## config.mk

```make
export PLATFORM = sky130hd
export DESIGN_NAME = rsa_top
export DESIGN_NICKNAME = d
export VERILOG_FILES = /design/src/inc/rsa_pkg.sv /design/src/hw/rsa_top.sv
export SDC_FILE = /design/constraint.sdc
export NUM_CORES = 1
export LEC_CHECK = 0
export BUFFER_PORTS_ARGS = -buffer_cell sky130_fd_sc_hd__buf_4
export CORE_MARGIN = 4
export CORE_UTILIZATION = 45
export CTS_CLUSTER_SIZE = 12
export DETAILED_ROUTE_END_ITERATION = 8
export PLACE_DENSITY_LB_ADDON = 0.1
export SYNTH_ARGS = -nofsm -noshare
export SYNTH_HDL_FRONTEND = slang
export SYNTH_SLANG_ARGS = --single-unit
```

## constraint.sdc

```tcl
create_clock -name ref_clk -period 2.7 [get_ports ref_clk]
set_input_delay 0.27 -clock ref_clk [delete_from_list [all_inputs] [get_ports ref_clk]]
set_output_delay 0.27 -clock ref_clk [all_outputs]
set_load 0.005 [all_outputs]
```

## src/inc/rsa_pkg.sv

```systemverilog
// Purpose: Shared constants and types for the reset state applier.
// Assumes: AXI4-Lite with 32-bit data; every register takes one aligned word.
// Notes: Register offsets are byte addresses; defaults are the reset values.
`default_nettype none
package rsa_pkg;
  // Bus geometry.
  localparam int AXI_ADDR_W = 8;
  localparam int AXI_DATA_W = 32;
  // Register byte offsets.
  localparam logic [7:0] OFS_STATUS = 8'h00;
  localparam logic [7:0] OFS_WDOG_CTRL = 8'h04;
  localparam logic [7:0] OFS_PORT_DIR = 8'h08;
  localparam logic [7:0] OFS_PORT_LATCH = 8'h0C;
  localparam logic [7:0] OFS_INT_EN = 8'h10;
  localparam logic [7:0] OFS_TIMER_CTL = 8'h14;
  localparam logic [7:0] OFS_IRQ_STAT = 8'h18;
  localparam logic [7:0] OFS_IRQ_MASK = 8'h1C;
  // Status field positions.
  localparam int STAT_TIMEOUT_BIT = 0;
  localparam int STAT_POWERDOWN_BIT = 1;
  localparam int STAT_WDOG_RUN_BIT = 2;
  // Interrupt event bit positions, shared by status and mask.
  localparam int EVT_POR_BIT = 0;
  localparam int EVT_WDT_NORMAL_BIT = 1;
  localparam int EVT_WDT_IDLE_BIT = 2;
  localparam int EVT_W = 3;
  // Reset values of the registers that a reset reloads.
  localparam logic [7:0] WDOG_CTRL_DEFAULT = 8'h53;
  localparam logic [3:0] PORT_DIR_DEFAULT = 4'hF;
  localparam logic [3:0] PORT_LATCH_DEFAULT = 4'hF;
  localparam logic [7:0] INT_EN_DEFAULT = 8'h00;
  localparam logic [0:0] TIMER_CTL_DEFAULT = 1'h0;
  localparam logic [EVT_W-1:0] IRQ_MASK_DEFAULT = 3'h0;
  // Bus responses.
  localparam logic [1:0] RESP_OKAY = 2'h0;
  localparam logic [1:0] RESP_SLVERR = 2'h2;
  // Power modes reported by the power-mode controller.
  typedef enum logic [1:0] {
    RSA_MODE_FAST = 2'b00,
    RSA_MODE_SLOW = 2'b01,
    RSA_MODE_IDLE = 2'b10,
    RSA_MODE_SLEEP = 2'b11
  } rsa_mode_t;
  // Write channel progress.
  typedef enum logic [1:0] {
    RSA_WR_IDLE = 2'b00,
    RSA_WR_GOT_ADDR = 2'b01,
    RSA_WR_GOT_DATA = 2'b10,
    RSA_WR_RESP = 2'b11
  } rsa_wr_state_t;
  // Decoded reset cause of one cycle; at most one bit is set.
  typedef struct packed {
    logic wdt_idle;
    logic wdt_normal;
    logic por;
  } rsa_cause_t;
  // Core-facing one-cycle actions.
  typedef struct packed {
    logic sp_to_top;
    logic pc_to_zero;
    logic counters_clear;
  } rsa_action_t;
endpackage
`default_nettype wire

```

## src/hw/rsa_top.sv

```systemverilog
// Purpose: Applies the device state after a power-on or watchdog reset cause.
// Assumes: Cause inputs are synchronous one-cycle pulses; AXI4-Lite register access.
// Notes: Registers that a reset reloads live here and drive the core and ports.
// Behaviour
// RQ1: Power-on clears timeout and powerdown flags.
// RQ2: Normal-mode watchdog reset sets timeout only.
// RQ3: Idle/sleep watchdog reset sets both flags.
// RQ4: Power-on disables every interrupt source; the code keeps irq_mask_r, so unmasked events still raise irq.
// RQ5: Power-on clears counters; watchdog then runs.
// RQ6: Power-on turns the timer module off.
// RQ7: Power-on makes all port pins inputs.
// RQ8: Power-on points stack pointer at top.
// RQ9: Power-on/normal watchdog reload defaults; idle keeps.
// RQ10: Power-on forces the program counter zero.
// RQ11: Idle watchdog resets only PC and SP.
// RQ12: Simultaneous power-on and watchdog act as power-on.
// RQ13: Watchdog handling uses registered power mode.
//
// Added by the designer: register access over AXI4-Lite and the address map.
`timescale 1ns/1ps
`default_nettype none
module rsa_top (
  input wire logic ref_clk,
  input wire logic rst,
  input wire logic ce,
  // Reset causes and power mode.
  input wire logic por_req,
  input wire logic wdt_timeout,
  input wire rsa_pkg::rsa_mode_t power_mode,
  // AXI4-Lite slave.
  input wire logic [rsa_pkg::AXI_ADDR_W-1:0] s_axi_awaddr,
  input wire logic s_axi_awvalid,
  output logic s_axi_awready,
  input wire logic [rsa_pkg::AXI_DATA_W-1:0] s_axi_wdata,
  input wire logic [3:0] s_axi_wstrb,
  input wire logic s_axi_wvalid,
  output logic s_axi_wready,
  output logic [1:0] s_axi_bresp,
  output logic s_axi_bvalid,
  input wire logic s_axi_bready,
  input wire logic [rsa_pkg::AXI_ADDR_W-1:0] s_axi_araddr,
  input wire logic s_axi_arvalid,
  output logic s_axi_arready,
  output logic [rsa_pkg::AXI_DATA_W-1:0] s_axi_rdata,
  output logic [1:0] s_axi_rresp,
  output logic s_axi_rvalid,
  input wire logic s_axi_rready,
  // State applied to the core and peripherals.
  output logic watchdog_timeout_flag,
  output logic powerdown_flag,
  output logic watchdog_run,
  output logic [7:0] watchdog_control_reg,
  output logic [3:0] port_direction_reg,
  output logic [3:0] port_a_latch,
  output logic [7:0] int_enable,
  output logic timer_on,
  output rsa_pkg::rsa_action_t core_action,
  output logic irq
);

  // Low-power decode, also used by the checks below.
  function automatic logic is_low_power(input rsa_pkg::rsa_mode_t m);
    is_low_power = (m == rsa_pkg::RSA_MODE_IDLE) || (m == rsa_pkg::RSA_MODE_SLEEP);
  endfunction

  // True when an address names a mapped register.
  function automatic logic is_mapped(input logic [rsa_pkg::AXI_ADDR_W-1:0] a);
    case (a)
      rsa_pkg::OFS_STATUS, rsa_pkg::OFS_WDOG_CTRL, rsa_pkg::OFS_PORT_DIR,
      rsa_pkg::OFS_PORT_LATCH, rsa_pkg::OFS_INT_EN, rsa_pkg::OFS_TIMER_CTL,
      rsa_pkg::OFS_IRQ_STAT, rsa_pkg::OFS_IRQ_MASK: is_mapped = 1'b1;
      default: is_mapped = 1'b0;
    endcase
  endfunction

  rsa_pkg::rsa_mode_t mode_r; // Power mode as seen last cycle.
  rsa_pkg::rsa_cause_t cause; // Decoded cause of this cycle.
  rsa_pkg::rsa_wr_state_t wr_state_r; // Write channel progress.
  logic [rsa_pkg::AXI_ADDR_W-1:0] awaddr_r; // Captured write address.
  logic [rsa_pkg::AXI_DATA_W-1:0] wdata_r; // Captured write data.
  logic [3:0] wstrb_r; // Captured byte enables.
  logic [rsa_pkg::EVT_W-1:0] irq_stat_r; // Sticky event bits.
  logic [rsa_pkg::EVT_W-1:0] irq_mask_r; // Event enables.
  logic wr_fire; // A complete write lands this cycle.
  logic [rsa_pkg::AXI_ADDR_W-1:0] wr_addr; // Address of the landing write.
  logic [rsa_pkg::AXI_DATA_W-1:0] wr_data; // Data of the landing write.
  logic [3:0] wr_strb; // Byte enables of the landing write.
  logic rd_take; // A read address is taken this cycle.
  logic reload; // Registers return to their defaults.
  logic [rsa_pkg::AXI_DATA_W-1:0] rd_word; // Read mux result.

  // The mode is sampled a cycle early so a mode change racing the time-out
  // cannot glitch the choice of handling.
  always_ff @(posedge ref_clk or posedge rst)
  begin
    if (rst)
    begin
      mode_r <= rsa_pkg::RSA_MODE_FAST;
    end
    else if (ce)
    begin
      mode_r <= power_mode;
    end
  end

  // Cause decode; power-on masks a coincident time-out.
  always_comb
  begin
    cause.por = por_req; // RQ12
    cause.wdt_normal = wdt_timeout && !por_req && !is_low_power(mode_r); // RQ13
    cause.wdt_idle = wdt_timeout && !por_req && is_low_power(mode_r); // RQ13
  end

  // Default reload happens for power-on and normal watchdog only.
  assign reload = cause.por || cause.wdt_normal; // RQ9

  // Reset flags; software cannot write them.
  always_ff @(posedge ref_clk or posedge rst)
  begin
    if (rst)
    begin
      watchdog_timeout_flag <= 1'b0;
      powerdown_flag <= 1'b0;
    end
    else if (ce)
    begin
      if (cause.por)
      begin
        // Both flags read zero after power-on.
        watchdog_timeout_flag <= 1'b0; // RQ1
        powerdown_flag <= 1'b0; // RQ1
      end
      else if (cause.wdt_normal)
      begin
        // Powerdown flag keeps its value.
        watchdog_timeout_flag <= 1'b1; // RQ2
      end
      else if (cause.wdt_idle)
      begin
        watchdog_timeout_flag <= 1'b1; // RQ3
        powerdown_flag <= 1'b1; // RQ3
      end
    end
  end

  // Core actions pulse for one cycle after the cause.
  always_ff @(posedge ref_clk or posedge rst)
  begin
    if (rst)
    begin
      core_action <= '0;
      watchdog_run <= 1'b0;
    end
    else if (ce)
    begin
      // Every cause restarts the program at address zero.
      core_action.pc_to_zero <= cause.por || cause.wdt_normal || cause.wdt_idle; // RQ10 RQ11
      core_action.sp_to_top <= cause.por || cause.wdt_normal || cause.wdt_idle; // RQ8 RQ11
      core_action.counters_clear <= cause.por; // RQ5
      // The watchdog starts right after power-on and never stops here.
      if (cause.por)
      begin
        watchdog_run <= 1'b1; // RQ5
      end
    end
  end

  // Landing write: captured halves or the ones arriving now.
  always_comb
  begin
    wr_fire = 1'b0;
    wr_addr = awaddr_r;
    wr_data = wdata_r;
    wr_strb = wstrb_r;
    case (wr_state_r)
      rsa_pkg::RSA_WR_IDLE:
      begin
        wr_fire = s_axi_awvalid && s_axi_wvalid;
        wr_addr = s_axi_awaddr;
        wr_data = s_axi_wdata;
        wr_strb = s_axi_wstrb;
      end
      rsa_pkg::RSA_WR_GOT_ADDR:
      begin
        wr_fire = s_axi_wvalid;
        wr_data = s_axi_wdata;
        wr_strb = s_axi_wstrb;
      end
      rsa_pkg::RSA_WR_GOT_DATA:
      begin
        wr_fire = s_axi_awvalid;
        wr_addr = s_axi_awaddr;
      end
      default:
      begin
        wr_fire = 1'b0;
      end
    endcase
  end

  // Software registers; a reset cause beats a write in the same cycle, except at the irq mask.
  always_ff @(posedge ref_clk or posedge rst)
  begin
    if (rst)
    begin
      watchdog_control_reg <= rsa_pkg::WDOG_CTRL_DEFAULT;
      port_direction_reg <= rsa_pkg::PORT_DIR_DEFAULT;
      port_a_latch <= rsa_pkg::PORT_LATCH_DEFAULT;
      int_enable <= rsa_pkg::INT_EN_DEFAULT;
      timer_on <= rsa_pkg::TIMER_CTL_DEFAULT;
      irq_mask_r <= rsa_pkg::IRQ_MASK_DEFAULT;
    end
    else if (ce)
    begin
      if (reload)
      begin
        watchdog_control_reg <= rsa_pkg::WDOG_CTRL_DEFAULT; // RQ9
        port_direction_reg <= rsa_pkg::PORT_DIR_DEFAULT; // RQ7
        port_a_latch <= rsa_pkg::PORT_LATCH_DEFAULT; // RQ9
        int_enable <= rsa_pkg::INT_EN_DEFAULT; // RQ4
        timer_on <= rsa_pkg::TIMER_CTL_DEFAULT; // RQ6
      end
      else if (wr_fire && wr_strb[0] && !cause.wdt_idle)
      begin
        // An idle watchdog reset leaves contents alone, so writes are held
        // back only in that cycle to keep the reset atomic.
        case (wr_addr)
          rsa_pkg::OFS_WDOG_CTRL: watchdog_control_reg <= wr_data[7:0];
          rsa_pkg::OFS_PORT_DIR: port_direction_reg <= wr_data[3:0];
          rsa_pkg::OFS_PORT_LATCH: port_a_latch <= wr_data[3:0];
          rsa_pkg::OFS_INT_EN: int_enable <= wr_data[7:0];
          rsa_pkg::OFS_TIMER_CTL: timer_on <= wr_data[0];
          default: ;
        endcase
      end
      // The mask is bus plumbing, not device state, so no cause touches it.
      if (wr_fire && wr_strb[0] && wr_addr == rsa_pkg::OFS_IRQ_MASK)
      begin
        irq_mask_r <= wr_data[rsa_pkg::EVT_W-1:0];
      end
    end
  end

  // Write channel: address and data in either order, then one response.
  always_ff @(posedge ref_clk or posedge rst)
  begin
    if (rst)
    begin
      wr_state_r <= rsa_pkg::RSA_WR_IDLE;
      awaddr_r <= '0;
      wdata_r <= '0;
      wstrb_r <= '0;
      s_axi_awready <= 1'b1;
      s_axi_wready <= 1'b1;
      s_axi_bvalid <= 1'b0;
      s_axi_bresp <= rsa_pkg::RESP_OKAY;
    end
    else if (ce)
    begin
      case (wr_state_r)
        rsa_pkg::RSA_WR_IDLE, rsa_pkg::RSA_WR_GOT_ADDR, rsa_pkg::RSA_WR_GOT_DATA:
        begin
          if (s_axi_awready && s_axi_awvalid)
          begin
            awaddr_r <= s_axi_awaddr;
            s_axi_awready <= 1'b0;
          end
          if (s_axi_wready && s_axi_wvalid)
          begin
            wdata_r <= s_axi_wdata;
            wstrb_r <= s_axi_wstrb;
            s_axi_wready <= 1'b0;
          end
          if (wr_fire)
          begin
            // Unmapped addresses answer with a slave error.
            wr_state_r <= rsa_pkg::RSA_WR_RESP;
            s_axi_bvalid <= 1'b1;
            s_axi_bresp <= is_mapped(wr_addr) ? rsa_pkg::RESP_OKAY : rsa_pkg::RESP_SLVERR;
          end
          else if (s_axi_awready && s_axi_awvalid)
          begin
            wr_state_r <= rsa_pkg::RSA_WR_GOT_ADDR;
          end
          else if (s_axi_wready && s_axi_wvalid)
          begin
            wr_state_r <= rsa_pkg::RSA_WR_GOT_DATA;
          end
        end
        default:
        begin
          // Both readies stay low until the response is taken.
          if (s_axi_bready)
          begin
            s_axi_bvalid <= 1'b0;
            s_axi_awready <= 1'b1;
            s_axi_wready <= 1'b1;
            wr_state_r <= rsa_pkg::RSA_WR_IDLE;
          end
        end
      endcase
    end
  end

  assign rd_take = s_axi_arready && s_axi_arvalid;

  // Read mux; unimplemented bits read as zero.
  always_comb
  begin
    rd_word = '0;
    case (s_axi_araddr)
      rsa_pkg::OFS_STATUS:
      begin
        rd_word[rsa_pkg::STAT_TIMEOUT_BIT] = watchdog_timeout_flag;
        rd_word[rsa_pkg::STAT_POWERDOWN_BIT] = powerdown_flag;
        rd_word[rsa_pkg::STAT_WDOG_RUN_BIT] = watchdog_run;
      end
      rsa_pkg::OFS_WDOG_CTRL: rd_word[7:0] = watchdog_control_reg;
      rsa_pkg::OFS_PORT_DIR: rd_word[3:0] = port_direction_reg;
      rsa_pkg::OFS_PORT_LATCH: rd_word[3:0] = port_a_latch;
      rsa_pkg::OFS_INT_EN: rd_word[7:0] = int_enable;
      rsa_pkg::OFS_TIMER_CTL: rd_word[0] = timer_on;
      rsa_pkg::OFS_IRQ_STAT: rd_word[rsa_pkg::EVT_W-1:0] = irq_stat_r;
      rsa_pkg::OFS_IRQ_MASK: rd_word[rsa_pkg::EVT_W-1:0] = irq_mask_r;
      default: rd_word = '0;
    endcase
  end

  // Read channel: one read in flight, data one cycle after the address.
  always_ff @(posedge ref_clk or posedge rst)
  begin
    if (rst)
    begin
      s_axi_arready <= 1'b1;
      s_axi_rvalid <= 1'b0;
      s_axi_rdata <= '0;
      s_axi_rresp <= rsa_pkg::RESP_OKAY;
    end
    else if (ce)
    begin
      if (rd_take)
      begin
        s_axi_arready <= 1'b0;
        s_axi_rvalid <= 1'b1;
        s_axi_rdata <= rd_word;
        s_axi_rresp <= is_mapped(s_axi_araddr) ? rsa_pkg::RESP_OKAY : rsa_pkg::RESP_SLVERR;
      end
      else if (s_axi_rvalid && s_axi_rready)
      begin
        s_axi_rvalid <= 1'b0;
        s_axi_arready <= 1'b1;
      end
    end
  end

  // Sticky events, cleared by reading them; a new event beats the clear.
  always_ff @(posedge ref_clk or posedge rst)
  begin
    if (rst)
    begin
      irq_stat_r <= '0;
      irq <= 1'b0;
    end
    else if (ce)
    begin
      if (rd_take && s_axi_araddr == rsa_pkg::OFS_IRQ_STAT)
      begin
        irq_stat_r <= cause;
      end
      else
      begin
        irq_stat_r <= irq_stat_r | cause;
      end
      // The level lags the sticky bits by one cycle to keep it a flop.
      irq <= |(irq_stat_r & irq_mask_r);
    end
  end
endmodule
`default_nettype wire

```

== Word-level counts from Yosys, hierarchy flattened ==
Memories as Yosys holds them, arrays and structs flattened.
Index checks and enable logic that the tools add are counted.
Cells by class
  reductions and logical operators: 54
  bitwise gates (word level): 2
  add/sub/neg operators: 0
  divide/modulo/power cells: 0
  multipliers: 0
  shift operators: 0
  multiplexer cells: 55
  $lt $le $gt $ge: 0
  equal/unequal tests: 22
Operator list (number)
  $mux 8: 8
  $eq 8x5->1 const B: 7
  $reduce_and 3->1: 13
  $eq 8x4->1 const B: 4
  $mux 1: 28
  $mux 4: 6
  $reduce_bool 2->1: 9
  $eq 8x3->1 const B: 2
  $mux 2: 7
  $pmux 2 s7: 1
  $logic_and 1x1->1: 12
  $reduce_and 2->1: 5
  $logic_not 8->1: 1
  $ne 2x2->1 const B: 4
  $pmux 1 s8: 1
  $pmux 4 s2: 1
  $eq 2x2->1 const B: 3
  $logic_not 3->1: 2
  $reduce_or 3->1: 2
  $ne 4x4->1 const B: 1
  $pmux 1 s4: 1
  $reduce_or 2->1: 2
  $and 3x3->3: 1
  $logic_not 1->1: 3
  7 further kinds: 9
Word-level totals
  input bits: 64
  word-level logic and storage cells: 161
  bits in latches: 0
  memory bits (writable): 0
  memories: 2
  ROM bits: 64
  bits in registers: 75
  output and inout bits: 73
Memory list
  (name not given): depth 32, bits a word 1, rd ports 1, clocked after memory_dff 0, write ports 0, line rsa_top.sv:68  | case (a)
  (name not given): depth 32, bits a word 1, rd ports 1, clocked after memory_dff 0, write ports 0, line rsa_top.sv:68

== Depth between registers and ports, before layout ==
Gate-level depths: netlist of the first run.
  word-level depth: 9
  depth in mapped cells: 7
  gate-level depth less buffers: 4

== Worst setup path after synthesis of the first run ==
OpenSTA, ideal clock, no wires.
  kind: register to register
  from: register awaddr_r[7] in the netlist's numbering
  to: register int_enable[4]
  setup time: 0.122 ns
  slack: 0.532 ns
  period minus slack after synthesis: 2.168 ns
  path buffers: 1
  required time: 2.578 ns
  cell stages (with the launch flop): 6
  data arrival time: 2.046 ns
  cell sequence: dfrtp_1 > or4b_1 > buf_2 > a222oi_1 > o2bb2ai_1 > a32o_1
On the way
  cells in the longest elaborated chain, start to end: 4
RTL lines
  start: declaration: line rsa_top.sv:79  | logic [rsa_pkg::AXI_ADDR_W-1:0] awaddr_r;
  start signal: assignment: line rsa_top.sv:265  | awaddr_r <= s_axi_awaddr;
  $mux 8: line rsa_top.sv:175  | case (wr_state_r)
  $eq 8x5->1: line rsa_top.sv:227  | case (wr_addr)
  $reduce_bool 2->1 (no source line)
  $reduce_and 3->1 (no source line)
  end signal: assignment: line rsa_top.sv:209  | int_enable <= rsa_pkg::INT_EN_DEFAULT;
  end signal: assignment: line rsa_top.sv:220  | int_enable <= rsa_pkg::INT_EN_DEFAULT;
  end signal: assignment: line rsa_top.sv:231  | rsa_pkg::OFS_INT_EN: int_enable <= wr_data[7:0];
  end: declaration: line rsa_top.sv:55  | output logic [7:0] int_enable,
No other way between the ends.
A chain may end at the register's enable or synchronous reset.

== Final worst setup path of the first run ==
  from: register wr_state_r[0]
  to: register watchdog_control_reg[2]
On the way
  cells in the longest elaborated chain, start to end: 7
  elaborated cells between the ends (all ways): 18
  classes of those cells: eq/ne: 3; mux: 7; reduce/logical: 8
RTL lines
  start: declaration: line rsa_top.sv:78  | rsa_pkg::rsa_wr_state_t wr_state_r;
  start signal: assignment: line rsa_top.sv:249  | wr_state_r <= rsa_pkg::RSA_WR_IDLE;
  start signal: assignment: line rsa_top.sv:277  | wr_state_r <= rsa_pkg::RSA_WR_RESP;
  start signal: assignment: line rsa_top.sv:283  | wr_state_r <= rsa_pkg::RSA_WR_GOT_ADDR;
  parallel branches: the longest is 7 deep, another holds $mux 8
  end signal: assignment: line rsa_top.sv:206  | watchdog_control_reg <= rsa_pkg::WDOG_CTRL_DEFAULT;
  end signal: assignment: line rsa_top.sv:217  | watchdog_control_reg <= rsa_pkg::WDOG_CTRL_DEFAULT;
  end signal: assignment: line rsa_top.sv:228  | rsa_pkg::OFS_WDOG_CTRL: watchdog_control_reg <= wr_data[7:0];
  end: declaration: line rsa_top.sv:52  | output logic [7:0] watchdog_control_reg,
Several ways; the timed one is not identified. The select of a mux whose other input is x is not followed.

==> summary.txt, run 1 <==
Setup path
  • Crit-path cells: or4_1 -> a222oi_1 -> a2bb2oi_2 -> o22ai_1
  • Peak per-stage delay on the critical path: 0.67 ns
  • CP Class: register to register
  • Worst Path Buf+Inv: 0
  • CP max-delay cell: or4_1
  • CP Max Fanout: 14
  • Crit path depth: 4
  • WP data arrival: 2.70 ns
  • Startpoint Class: register
  • CP Data Required Time: 2.90 ns
  • FF-to-FF path depth: 4
  • Nature of the critical path endpoint: register
  • Delay-heaviest family, CP: compound AO/OA/AOI/OAI gates

Drt
  • # DRC: 0
  • Drt first-iter violations: 117
  • Remaining antenna violation count: 0
  • Final wirelength: 9255 um
  • Routed WL per cell: 16.89 um
  • Post-DR vias/cell: 5.447
  • DR vias: 2,985
  • Router iterations before antenna repair: 6

Global routing
  • First-pass GRT wire length: 15,020 um
  • Largest net degree at the start of global routing: 37
  • Grt total ovfl: 0
  • Vias in the first global route: 2,927
  • Antenna violations before repair: 0
  • GRT Util Overall: 19.03%

Clocking
  • Reg clk slew, reported paths: 0.08 ns
  • Clock sinks: 72
  • Skew-Pair Late Insertion Delay: 0.35 ns
  • TritonCTS clock tree: built
  • # H-tree levels: 3
  • Root Driver: clkbuf_8
  • Clock buffer depth: 2
  • Postcts setup bufs: 0
  • Hold Buf Count CTS: 0
  • Post_cts resized: 0
  • CTS buffer count: 9

Timing
  • Tcrit/Tclk final: 92.57%
  • RSZ-0062 raised after global routing: no
  • Setup Skew: 0.005555 ns
  • Setup TNS: 0 ns
  • Worst-margin pin slew: 0.7450 ns
  • Worst Slack Setup Final: 0.2006 ns
  • Slew Limit Fails: 0
  • Fin crit period: 2.499 ns
  • Final setup vio count: 0
  • Worst rel slew slack: 50.26%
  • Highest Clock Rate: 400.1 MHz
  • Final hold violation count: 0

Logic synthesis
  • Syn_area_per_cell: 10.63 um2
  • Cell taking the most area after synthesis: dfrtp_1
  • Register area share after synthesis: 48.66%
  • Post-synth top cells: 57 x dfrtp_1, 34 x nand2_1, 27 x buf_4, 24 x mux2_2, 19 x nand3_1
  • Mapped cell area: 3741 um2
  • Count of different cell masters after synthesis: 57
  • Top-area cell type share of the netlist area: 38.13%
  • Ys flop type: dfrtp_1
  • Post-synth EDFFs: 0
  • Post-Syn Instances: 352
  • Yosys Warn Count: 0
  • FFs w/ async S/R, synth: 100.0%
  • Largest cells by area after synthesis: dfrtp_1 38%, dfstp_2 11%, mux2_2 7.2%, buf_4 5.4%, mux2i_1 3.5%
  • Most instantiated library cell after synthesis: dfrtp_1
  • Synthesized flop and latch total: 72

Pwr
  • Max VDD drop: 0.0003617 V
  • Power Total: 3.313 mW
  • Leak: 2.116 nW
  • Power Dens Cells: 713.3 nW/um2

Cells and area
  • Layout cells sized above 1: 35.43%
  • # nets final: 505
  • Fillers: 713
  • # diodes: 0
  • Area delta synth->final: 24.15%

Die
  • Die area: 9837 um2
  • Chip Height: 99.18 um
  • Die span in x: 99.18 um
  • Initial Util: 47.43%
  • # rows: 32
  • IO Pins: 137
  • Total core area: 7888 um2

Placement
  • Routability cong.: 0.8125
  • Dpl ws: 0.2567 ns
  • I/O Buffers: 82
  • Post-detail-place hpwl: 7026 um

Min path
  • Class of the worst hold path: primary input to asynchronous set/reset pin

Run
  • Max Cap Viol: 0

Run status
  • Result of the run: complete, no violations
## worst paths after layout
| check | from | endpoint | slack (ns) |
|---|---|---|---|
| min in group ref_clk | s_axi_arvalid | s_axi_arready | 0.08 |
| min reg2reg | s_axi_rdata[6] | s_axi_rdata[6] | 0.49 |
| min | rst | core_action[0] | 0.05 |
| max in group asynchronous | rst | port_a_latch[0] | 1.84 |
| max | wr_state_r[0] | watchdog_control_reg[2] | 0.20 |
| max reg2reg | wr_state_r[0] | watchdog_control_reg[2] | 0.20 |
## per-stage QoR
step | area [um2] | hold slack [ns] | utilization (%) | std cells
after global placement | 4414 | 0.4392 | 55.96 | 532
after global routing | 4644 | 0.07909 | 58.88 | 548
after detailed placement | 4414 | 0.4455 | 55.96 | 532
final | 4644 | 0.05022 | 58.88 | 548
after floorplan | 3835 | 0.3434 | - | 377
after CTS | 4644 | 0.06735 | 58.88 | 548
## power by group
group | internal (mW) | leakage (nW) | switching, mW | total, mW
Sequential | 1.28 | 0.851 | 0.164 | 1.45
Combinational | 0.438 | 1.15 | 0.447 | 0.886
Clock | 0.569 | 0.119 | 0.412 | 0.982
Total | 2.29 | 2.12 | 1.02 | 3.31
## cells by family (layout without fill, tap and decap cells)
logic type             after synthesis  after routing  synth area share (%)
AO/OA/AOI/OAI                       89             89                 17.96
buffers and inverters               57            126                 8.696
flip-flops                          72             72                 48.66
multiplexers                        37             37                 10.70
other                                1             26                0.1002
AND/OR/NAND/NOR                     96             96                 13.88
## layout make-up
cell class,count,area [um2],area share [%]
clock buffers,11,151.4,3.260
repair buffers,97,728.2,15.68
clock inverters,5,78.83,1.697
inverters,13,48.80,1.051
flip-flops and latches,72,1821,39.20
multi-input cells,248,1689,36.37
well taps,102,127.6,2.748
## layer usage
layer  share of wire, %  vias to the layer above  track usage [%]
met4                1.3                        0            5.882
met2                 46                       85            29.55
li1                   -                     1432                -
met5                  0                        -                0
met1                 47                     1458            26.42
met3                6.0                       10            4.558
## layout by cell type, fill, tap and decap left out, drive strengths merged, types with 6 or more instances in the layout
cell / netlist / routed
buf: 31 / 97
dfrtp: 57 / 57
nand2: 34 / 34
conb: 1 / 26
mux2: 24 / 24
nand3: 19 / 19
dfstp: 15 / 15
o21ai: 15 / 15
mux2i: 13 / 13
inv: 13 / 13
clkbuf: 13 / 11
nor2: 10 / 10
o21a: 8 / 8
a22oi: 6 / 6
a21oi: 6 / 6
a31oi: 6 / 6
o22a: 6 / 6
o2bb2ai: 6 / 6
Power figures use the tool's default switching activity.
==> run 2, diff against run 1 <==
--- a/config.mk
+++ b/config.mk
@@ -11,6 +11,7 @@
 export CTS_CLUSTER_SIZE = 12
 export DETAILED_ROUTE_END_ITERATION = 8
 export PLACE_DENSITY_LB_ADDON = 0.1
+export REMOVE_ABC_BUFFERS = 1
 export SYNTH_ARGS = -nofsm -noshare
 export SYNTH_HDL_FRONTEND = slang
 export SYNTH_SLANG_ARGS = --single-unit
==> run 2 against run 1 <==
  * Register-to-register slack better by 0.11 ns
  * Setup slack better by 0.11 ns
  * Total power shrank 4.6%
  * Worst hold slack better by 0.048 ns
  * Maximum frequency rose by 4.7%
  * Critical path depth unchanged
  * Critical endpoint is now int_enable[4]
==> summary.txt, run 2 (synthesized netlist as in run 1, its figures left out) <==
Run status
  • Result of the run: complete, no violations

Die
  • Die area: 9837 um2 (unchanged)
  • Die span in x: 99.18 um (unchanged)
  • Initial Util: 47.43% (unchanged)
  • # rows: 32 (unchanged)
  • Total core area: 7888 um2 (unchanged)
  • Chip Height: 99.18 um (unchanged)
  • IO Pins: 137 (unchanged)

Timing
  • Setup TNS: 0 ns (unchanged)
  • Tcrit/Tclk final: 88.39% (-4.2 points)
  • Fin Hold WS: 0.09850 ns (+0.04827 ns)
  • Slew Limit Fails: 0 (unchanged)
  • Worst rel slew slack: 52.93% (+2.7 points)
  • RSZ-0062 raised after global routing: no
  • Highest Clock Rate: 419.0 MHz (+4.7%)
  • Worst-margin pin slew: 0.6864 ns (-0.05854 ns)
  • Final hold violation count: 0 (unchanged)
  • Setup Skew: 0.009593 ns (+0.004038 ns)
  • Fin crit period: 2.387 ns (-0.1128 ns)
  • Final setup vio count: 0 (unchanged)
  • Worst Slack Setup Final: 0.3134 ns (+0.1128 ns)

Cells and area
  • Post-Layout Cell Count: 549 (+0.18%)
  • Layout cells sized above 1: 35.12% (-0.30 points)
  • Commonest non-fill, non-tap cell in the layout: buf_4
  • Area delta synth->final: 23.31%
  • Final instance area: 4613 um2 (-0.67%)
  • # nets final: 506 (+0.20%)
  • # diodes: 0 (unchanged)
  • Fin util: 58.49% (-0.40 points)
  • Commonest non-fill, non-tap cells in the layout: 97 x buf_4, 57 x dfrtp_1, 34 x nand2_1, 26 x conb_1, 24 x mux2_2
  • Fillers: 706 (-0.98%)

Drt
  • Router iterations before antenna repair: 6 (unchanged)
  • # DRC: 0 (unchanged)
  • Remaining antenna violation count: 0 (unchanged)
  • Post-DR vias/cell: 5.444 (about the same)
  • Final wirelength: 9061 um (-2.1%)
  • DR vias: 2,989 (+0.13%)
  • Drt first-iter violations: 191 (+63%)
  • Routed WL per cell: 16.50 um (-2.3%)

Pwr
  • Power Dens Cells: 685.0 nW/um2 (-4.0%)
  • Max VDD drop: 0.0003553 V (-1.8%)
  • Combinational share of power: 28.6% (+1.9 points)
  • Sw Share: 32.33% (+1.4 points)
  • Power Total: 3.160 mW (-4.6%)
  • P_sw: 1.022 mW (-0.22%)
  • Clk pwr share: 26.2% (-3.4 points)
  • Sequential power share: 45.2% (+1.6 points)
  • Internal power: 2.138 mW (-6.6%)
  • Leak: 2.098 nW (-0.85%)

Clocking
  • Reg clk slew, reported paths: 0.08 ns (about the same)
  • Clock sinks: 72 (unchanged)
  • TritonCTS clock tree: built
  • Postcts setup bufs: 0 (unchanged)
  • Clock buffer depth: 2 (unchanged)
  • Skew-Pair Late Insertion Delay: 0.34 ns (about the same)
  • Hold Buf Count CTS: 1 (+1)
  • CTS buffer count: 9 (unchanged)
  • Root Driver: clkbuf_8
  • Post_cts resized: 0 (unchanged)
  • # H-tree levels: 3 (unchanged)

Min path
  • Class of the worst hold path: primary input to register

Global routing
  • Grt total ovfl: 0 (unchanged)
  • First-pass GRT wire length: 14,790 um (-1.5%)
  • Largest net degree at the start of global routing: 28 (-24%)
  • Vias in the first global route: 2,957 (+1.0%)
  • Antenna violations before repair: 0 (unchanged)
  • GRT Util Overall: 18.61% (-0.41 points)

Setup path
  • Crit-path cells: or4_1 -> a222oi_1 -> o2bb2ai_1 -> a32o_1
  • WP data arrival: 2.61 ns (-0.09 ns)
  • CP max-delay cell: or4_1
  • Delay-heaviest family, CP: compound AO/OA/AOI/OAI gates
  • Peak per-stage delay on the critical path: 0.66 ns (about the same)
  • Nature of the critical path endpoint: register
  • Startpoint Class: register
  • Worst Path Buf+Inv: 0 (unchanged)
  • CP Data Required Time: 2.93 ns (+0.03 ns)
  • CP Class: register to register
  • CP Max Fanout: 10 (-4)

Placement
  • DP Area: 4414 um2 (unchanged)
  • Routability cong.: 0.8400 (+3.4%)
  • Post-detail-place hpwl: 6860 um (-2.4%)
  • Dpl ws: 0.3196 ns (+0.06289 ns)
  • Dpl cells: 532 (unchanged)
  • I/O Buffers: 82 (unchanged)

Run
  • Max Cap Viol: 0 (unchanged)
[run 2: cell types whose count changed in the layout (fill, tap and decap cells not counted)]
| cell | previous run | this run |
|---|---|---|
| clkinvlp_4 | 0 | 1 |
| clkbuf_8 | 11 | 9 |
| bufinv_16 | 2 | 1 |
| dlygate4sd3_1 | 0 | 1 |
| clkbuf_1 | 0 | 1 |
| clkinv_2 | 2 | 3 |
[run 2: path summary, 6_finish.rpt]
path,startpoint,end,slack (ns),depth (start not counted)
min in group asynchronous,rst,awaddr_r[7],0.53,3
worst min register to register,s_axi_rdata[4],s_axi_rdata[4],0.49,2
worst max-delay path,wr_state_r[0],int_enable[4],0.31,4
max in group asynchronous,rst,s_axi_arready,1.39,4
worst min-delay path,s_axi_arvalid,s_axi_arready,0.1,2
worst max register to register,wr_state_r[0],int_enable[4],0.31,4
[run 2: power by group through the flow]
| stage | sequential [mW] | clock, mW | combinational [mW] |
|---|---|---|---|
| floorplan | 1.44 | 0 | 0.554 |
| global placement | 1.44 | 0 | 0.887 |
| detailed placement | 1.45 | 0 | 0.900 |
| CTS | 1.43 | 0.845 | 0.908 |
| global route | 1.46 | 0.895 | 1.01 |
| finish | 1.43 | 0.828 | 0.903 |
[run 2: layout make-up]
cell class	instances	area (um2)	area share, %
sequential	72	1821	39.46
multi-input combinational	248	1689	36.62
timing repair buffer	98	738.2	16.00
clock buffer	10	127.6	2.766
tap	102	127.6	2.766
clock inverter	6	61.31	1.329
inverter	13	48.80	1.058
[run 2: routing by layer]
layer  share of wire (%)  vias to the layer above  track usage [%]
met5                   0                        -                0
met4                 2.4                        0            7.248
met3                 5.9                       18            3.576
met2                  48                      106            30.06
met1                  44                     1434            24.78
li1                    -                     1431                -
==> run 3, diff against run 2 <==
==> constraint.sdc (replaced) <==
create_clock -name ref_clk -period 2.9 [get_ports ref_clk]
set_input_delay 0.29 -clock ref_clk [delete_from_list [all_inputs] [get_ports ref_clk]]
set_output_delay 0.29 -clock ref_clk [all_outputs]
set_load 0.005 [all_outputs]
==> run 3 against run 2 <==
  * Worst hold slack lost 0.051 ns
  * Total power shrank 0.96%
  * Die area is the same
  * Flip-flop and latch count is the same
  * Global-route usage shrank 0.12 points
  * Final cell count shrank 1.1%
  * Largest cell class unchanged
  * Largest power group unchanged
  * Highest routed layer unchanged
==> summary.txt, run 3 (synthesized netlist as in run 1, its figures left out) <==
Run status
  • Result of the run: complete, no violations

Placement
  • Routability cong.: 0.8290 (-1.3%)
  • I/O Buffers: 82 (unchanged)
  • Post-detail-place hpwl: 6811 um (-0.71%)

Setup path
  • FF-to-FF Start: wr_state_r[0]
  • Peak per-stage delay on the critical path: 0.68 ns (+0.02 ns)
  • Crit path depth: 5 (+1)
  • Startpoint Class: register
  • CP Data Required Time: 3.13 ns (+0.20 ns)
  • WP data arrival: 2.81 ns (+0.20 ns)
  • R2R setup slack: 0.31 ns (about the same)
  • Crit-path cells: or4b_1 -> a222oi_1 -> buf_4 -> o2bb2ai_1 -> a32o_1
  • Reg-to-reg endpoint: int_enable[5]
  • CP Max Fanout: 21 (+11)
  • FF-to-FF path depth: 5 (+1)
  • Worst setup path end: int_enable[5]
  • Nature of the critical path endpoint: register
  • CP max-delay cell: dfrtp_1
  • CP Launch Point: wr_state_r[0]
  • CP Class: register to register
  • Worst Path Buf+Inv: 1 (+1)
  • Delay-heaviest family, CP: compound AO/OA/AOI/OAI gates

Die
  • Chip Height: 99.18 um (unchanged)
  • Die area: 9837 um2 (unchanged)
  • Initial Util: 47.43% (unchanged)
  • # rows: 32 (unchanged)
  • IO Pins: 137 (unchanged)
  • Total core area: 7888 um2 (unchanged)
  • Die span in x: 99.18 um (unchanged)

Timing
  • Fin Hold WS: 0.04732 ns (-0.05118 ns)
  • Worst-margin pin slew: 0.8017 ns (+0.1153 ns)
  • RSZ-0062 raised after global routing: no
  • Slew Limit Fails: 0 (unchanged)
  • Final setup vio count: 0 (unchanged)
  • Worst rel slew slack: 45.80% (-7.1 points)
  • Tcrit/Tclk final: 89.19% (+0.80 points)
  • Highest Clock Rate: 386.6 MHz (-7.7%)
  • Setup Skew: 0.01004 ns (+0.0004426 ns)
  • Fin crit period: 2.587 ns (+0.1999 ns)
  • Final hold violation count: 0 (unchanged)
  • Setup TNS: 0 ns (unchanged)

Cells and area
  • Commonest non-fill, non-tap cell in the layout: buf_4
  • Commonest non-fill, non-tap cells in the layout: 91 x buf_4, 57 x dfrtp_1, 34 x nand2_1, 26 x conb_1, 24 x mux2_2
  • Layout cells sized above 1: 34.47% (-0.66 points)
  • Area delta synth->final: 23.88%
  • Register area: 1821 um2 (unchanged)
  • Fillers: 694 (-1.7%)
  • # diodes: 0 (unchanged)
  • Multi-input logic area: 1689 um2 (unchanged)
  • # nets final: 500 (-1.2%)

Clocking
  • CTS buffer count: 9 (unchanged)
  • # H-tree levels: 3 (unchanged)
  • Skew-Pair Late Insertion Delay: 0.34 ns (about the same)
  • Root Driver: clkbuf_8
  • Clock buffer depth: 2 (unchanged)
  • Clock sinks: 72 (unchanged)
  • Post_cts resized: 0 (unchanged)
  • Hold Buf Count CTS: 0 (-1)
  • TritonCTS clock tree: built
  • Postcts setup bufs: 0 (unchanged)
  • Reg clk slew, reported paths: 0.07 ns (about the same)

Pwr
  • Max VDD drop: 0.0004441 V (+25%)
  • Power Total: 3.130 mW (-0.96%)
  • Power Dens Cells: 675.3 nW/um2 (-1.4%)
  • Leak: 2.099 nW (about the same)

Drt
  • Drt first-iter violations: 190 (-0.52%)
  • Final wirelength: 9084 um (+0.25%)
  • Router iterations before antenna repair: 4 (-2)
  • Post-DR vias/cell: 5.483 (+0.70%)
  • Remaining antenna violation count: 0 (unchanged)
  • DR vias: 2,977 (-0.40%)
  • # DRC: 0 (unchanged)
  • Routed WL per cell: 16.73 um (+1.4%)

Global routing
  • Grt total ovfl: 0 (unchanged)
  • First-pass GRT wire length: 14,490 um (-2.0%)
  • Vias in the first global route: 2,885 (-2.4%)
  • Largest net degree at the start of global routing: 45 (+61%)
  • Antenna violations before repair: 0 (unchanged)
  • GRT Util Overall: 18.50% (-0.12 points)

Run
  • Max Cap Viol: 0 (unchanged)

Min path
  • Class of the worst hold path: primary input to asynchronous set/reset pin
run 3: per-stage QoR:
stage	instances	utilization, %	worst slack, ns	instance area [um2]
after detailed placement	527	55.65	0.3604	4389
after global placement	527	55.65	0.4093	4389
after CTS	543	58.76	0.3473	4634
after global routing	543	58.76	0.1532	4634
final	543	58.76	0.3134	4634
after floorplan	333	-	0.5822	3558
run 3: final cells by class:
class / instances / share of cell area [%]
sequential: 72 / 39.28
multi-input combinational: 248 / 36.45
timing repair buffer: 92 / 15.17
clock buffer: 11 / 3.051
tap: 102 / 2.754
clock inverter: 5 / 2.241
inverter: 13 / 1.053
run 3: per-layer routing:
layer / global-route usage, % / share of wire (%) / up-vias
li1: - / - / 1420
met1: 24.07 / 44 / 1445
met2: 30.11 / 49 / 103
met3: 5.049 / 6.1 / 9
met4: 5.777 / 1.1 / 0
met5: 0 / 0 / -
run 3: worst min path at each step:
stage	start	to	slack [ns]	cells after the start
floorplan	ce	s_axi_arready	0.35	1
global placement	rst	wdata_r[7]	0.42	2
detailed placement	rst	wdata_r[6]	0.43	2
CTS	rst	wdata_r[1]	0.06	2
global route	rst	awaddr_r[6]	0.08	2
finish	rst	wdata_r[6]	0.05	2
run 3: power breakdown:
group	switching (mW)	internal, mW
Clock	0.374	0.596
Sequential	0.153	1.19
Combinational	0.418	0.397
Total	0.944	2.19
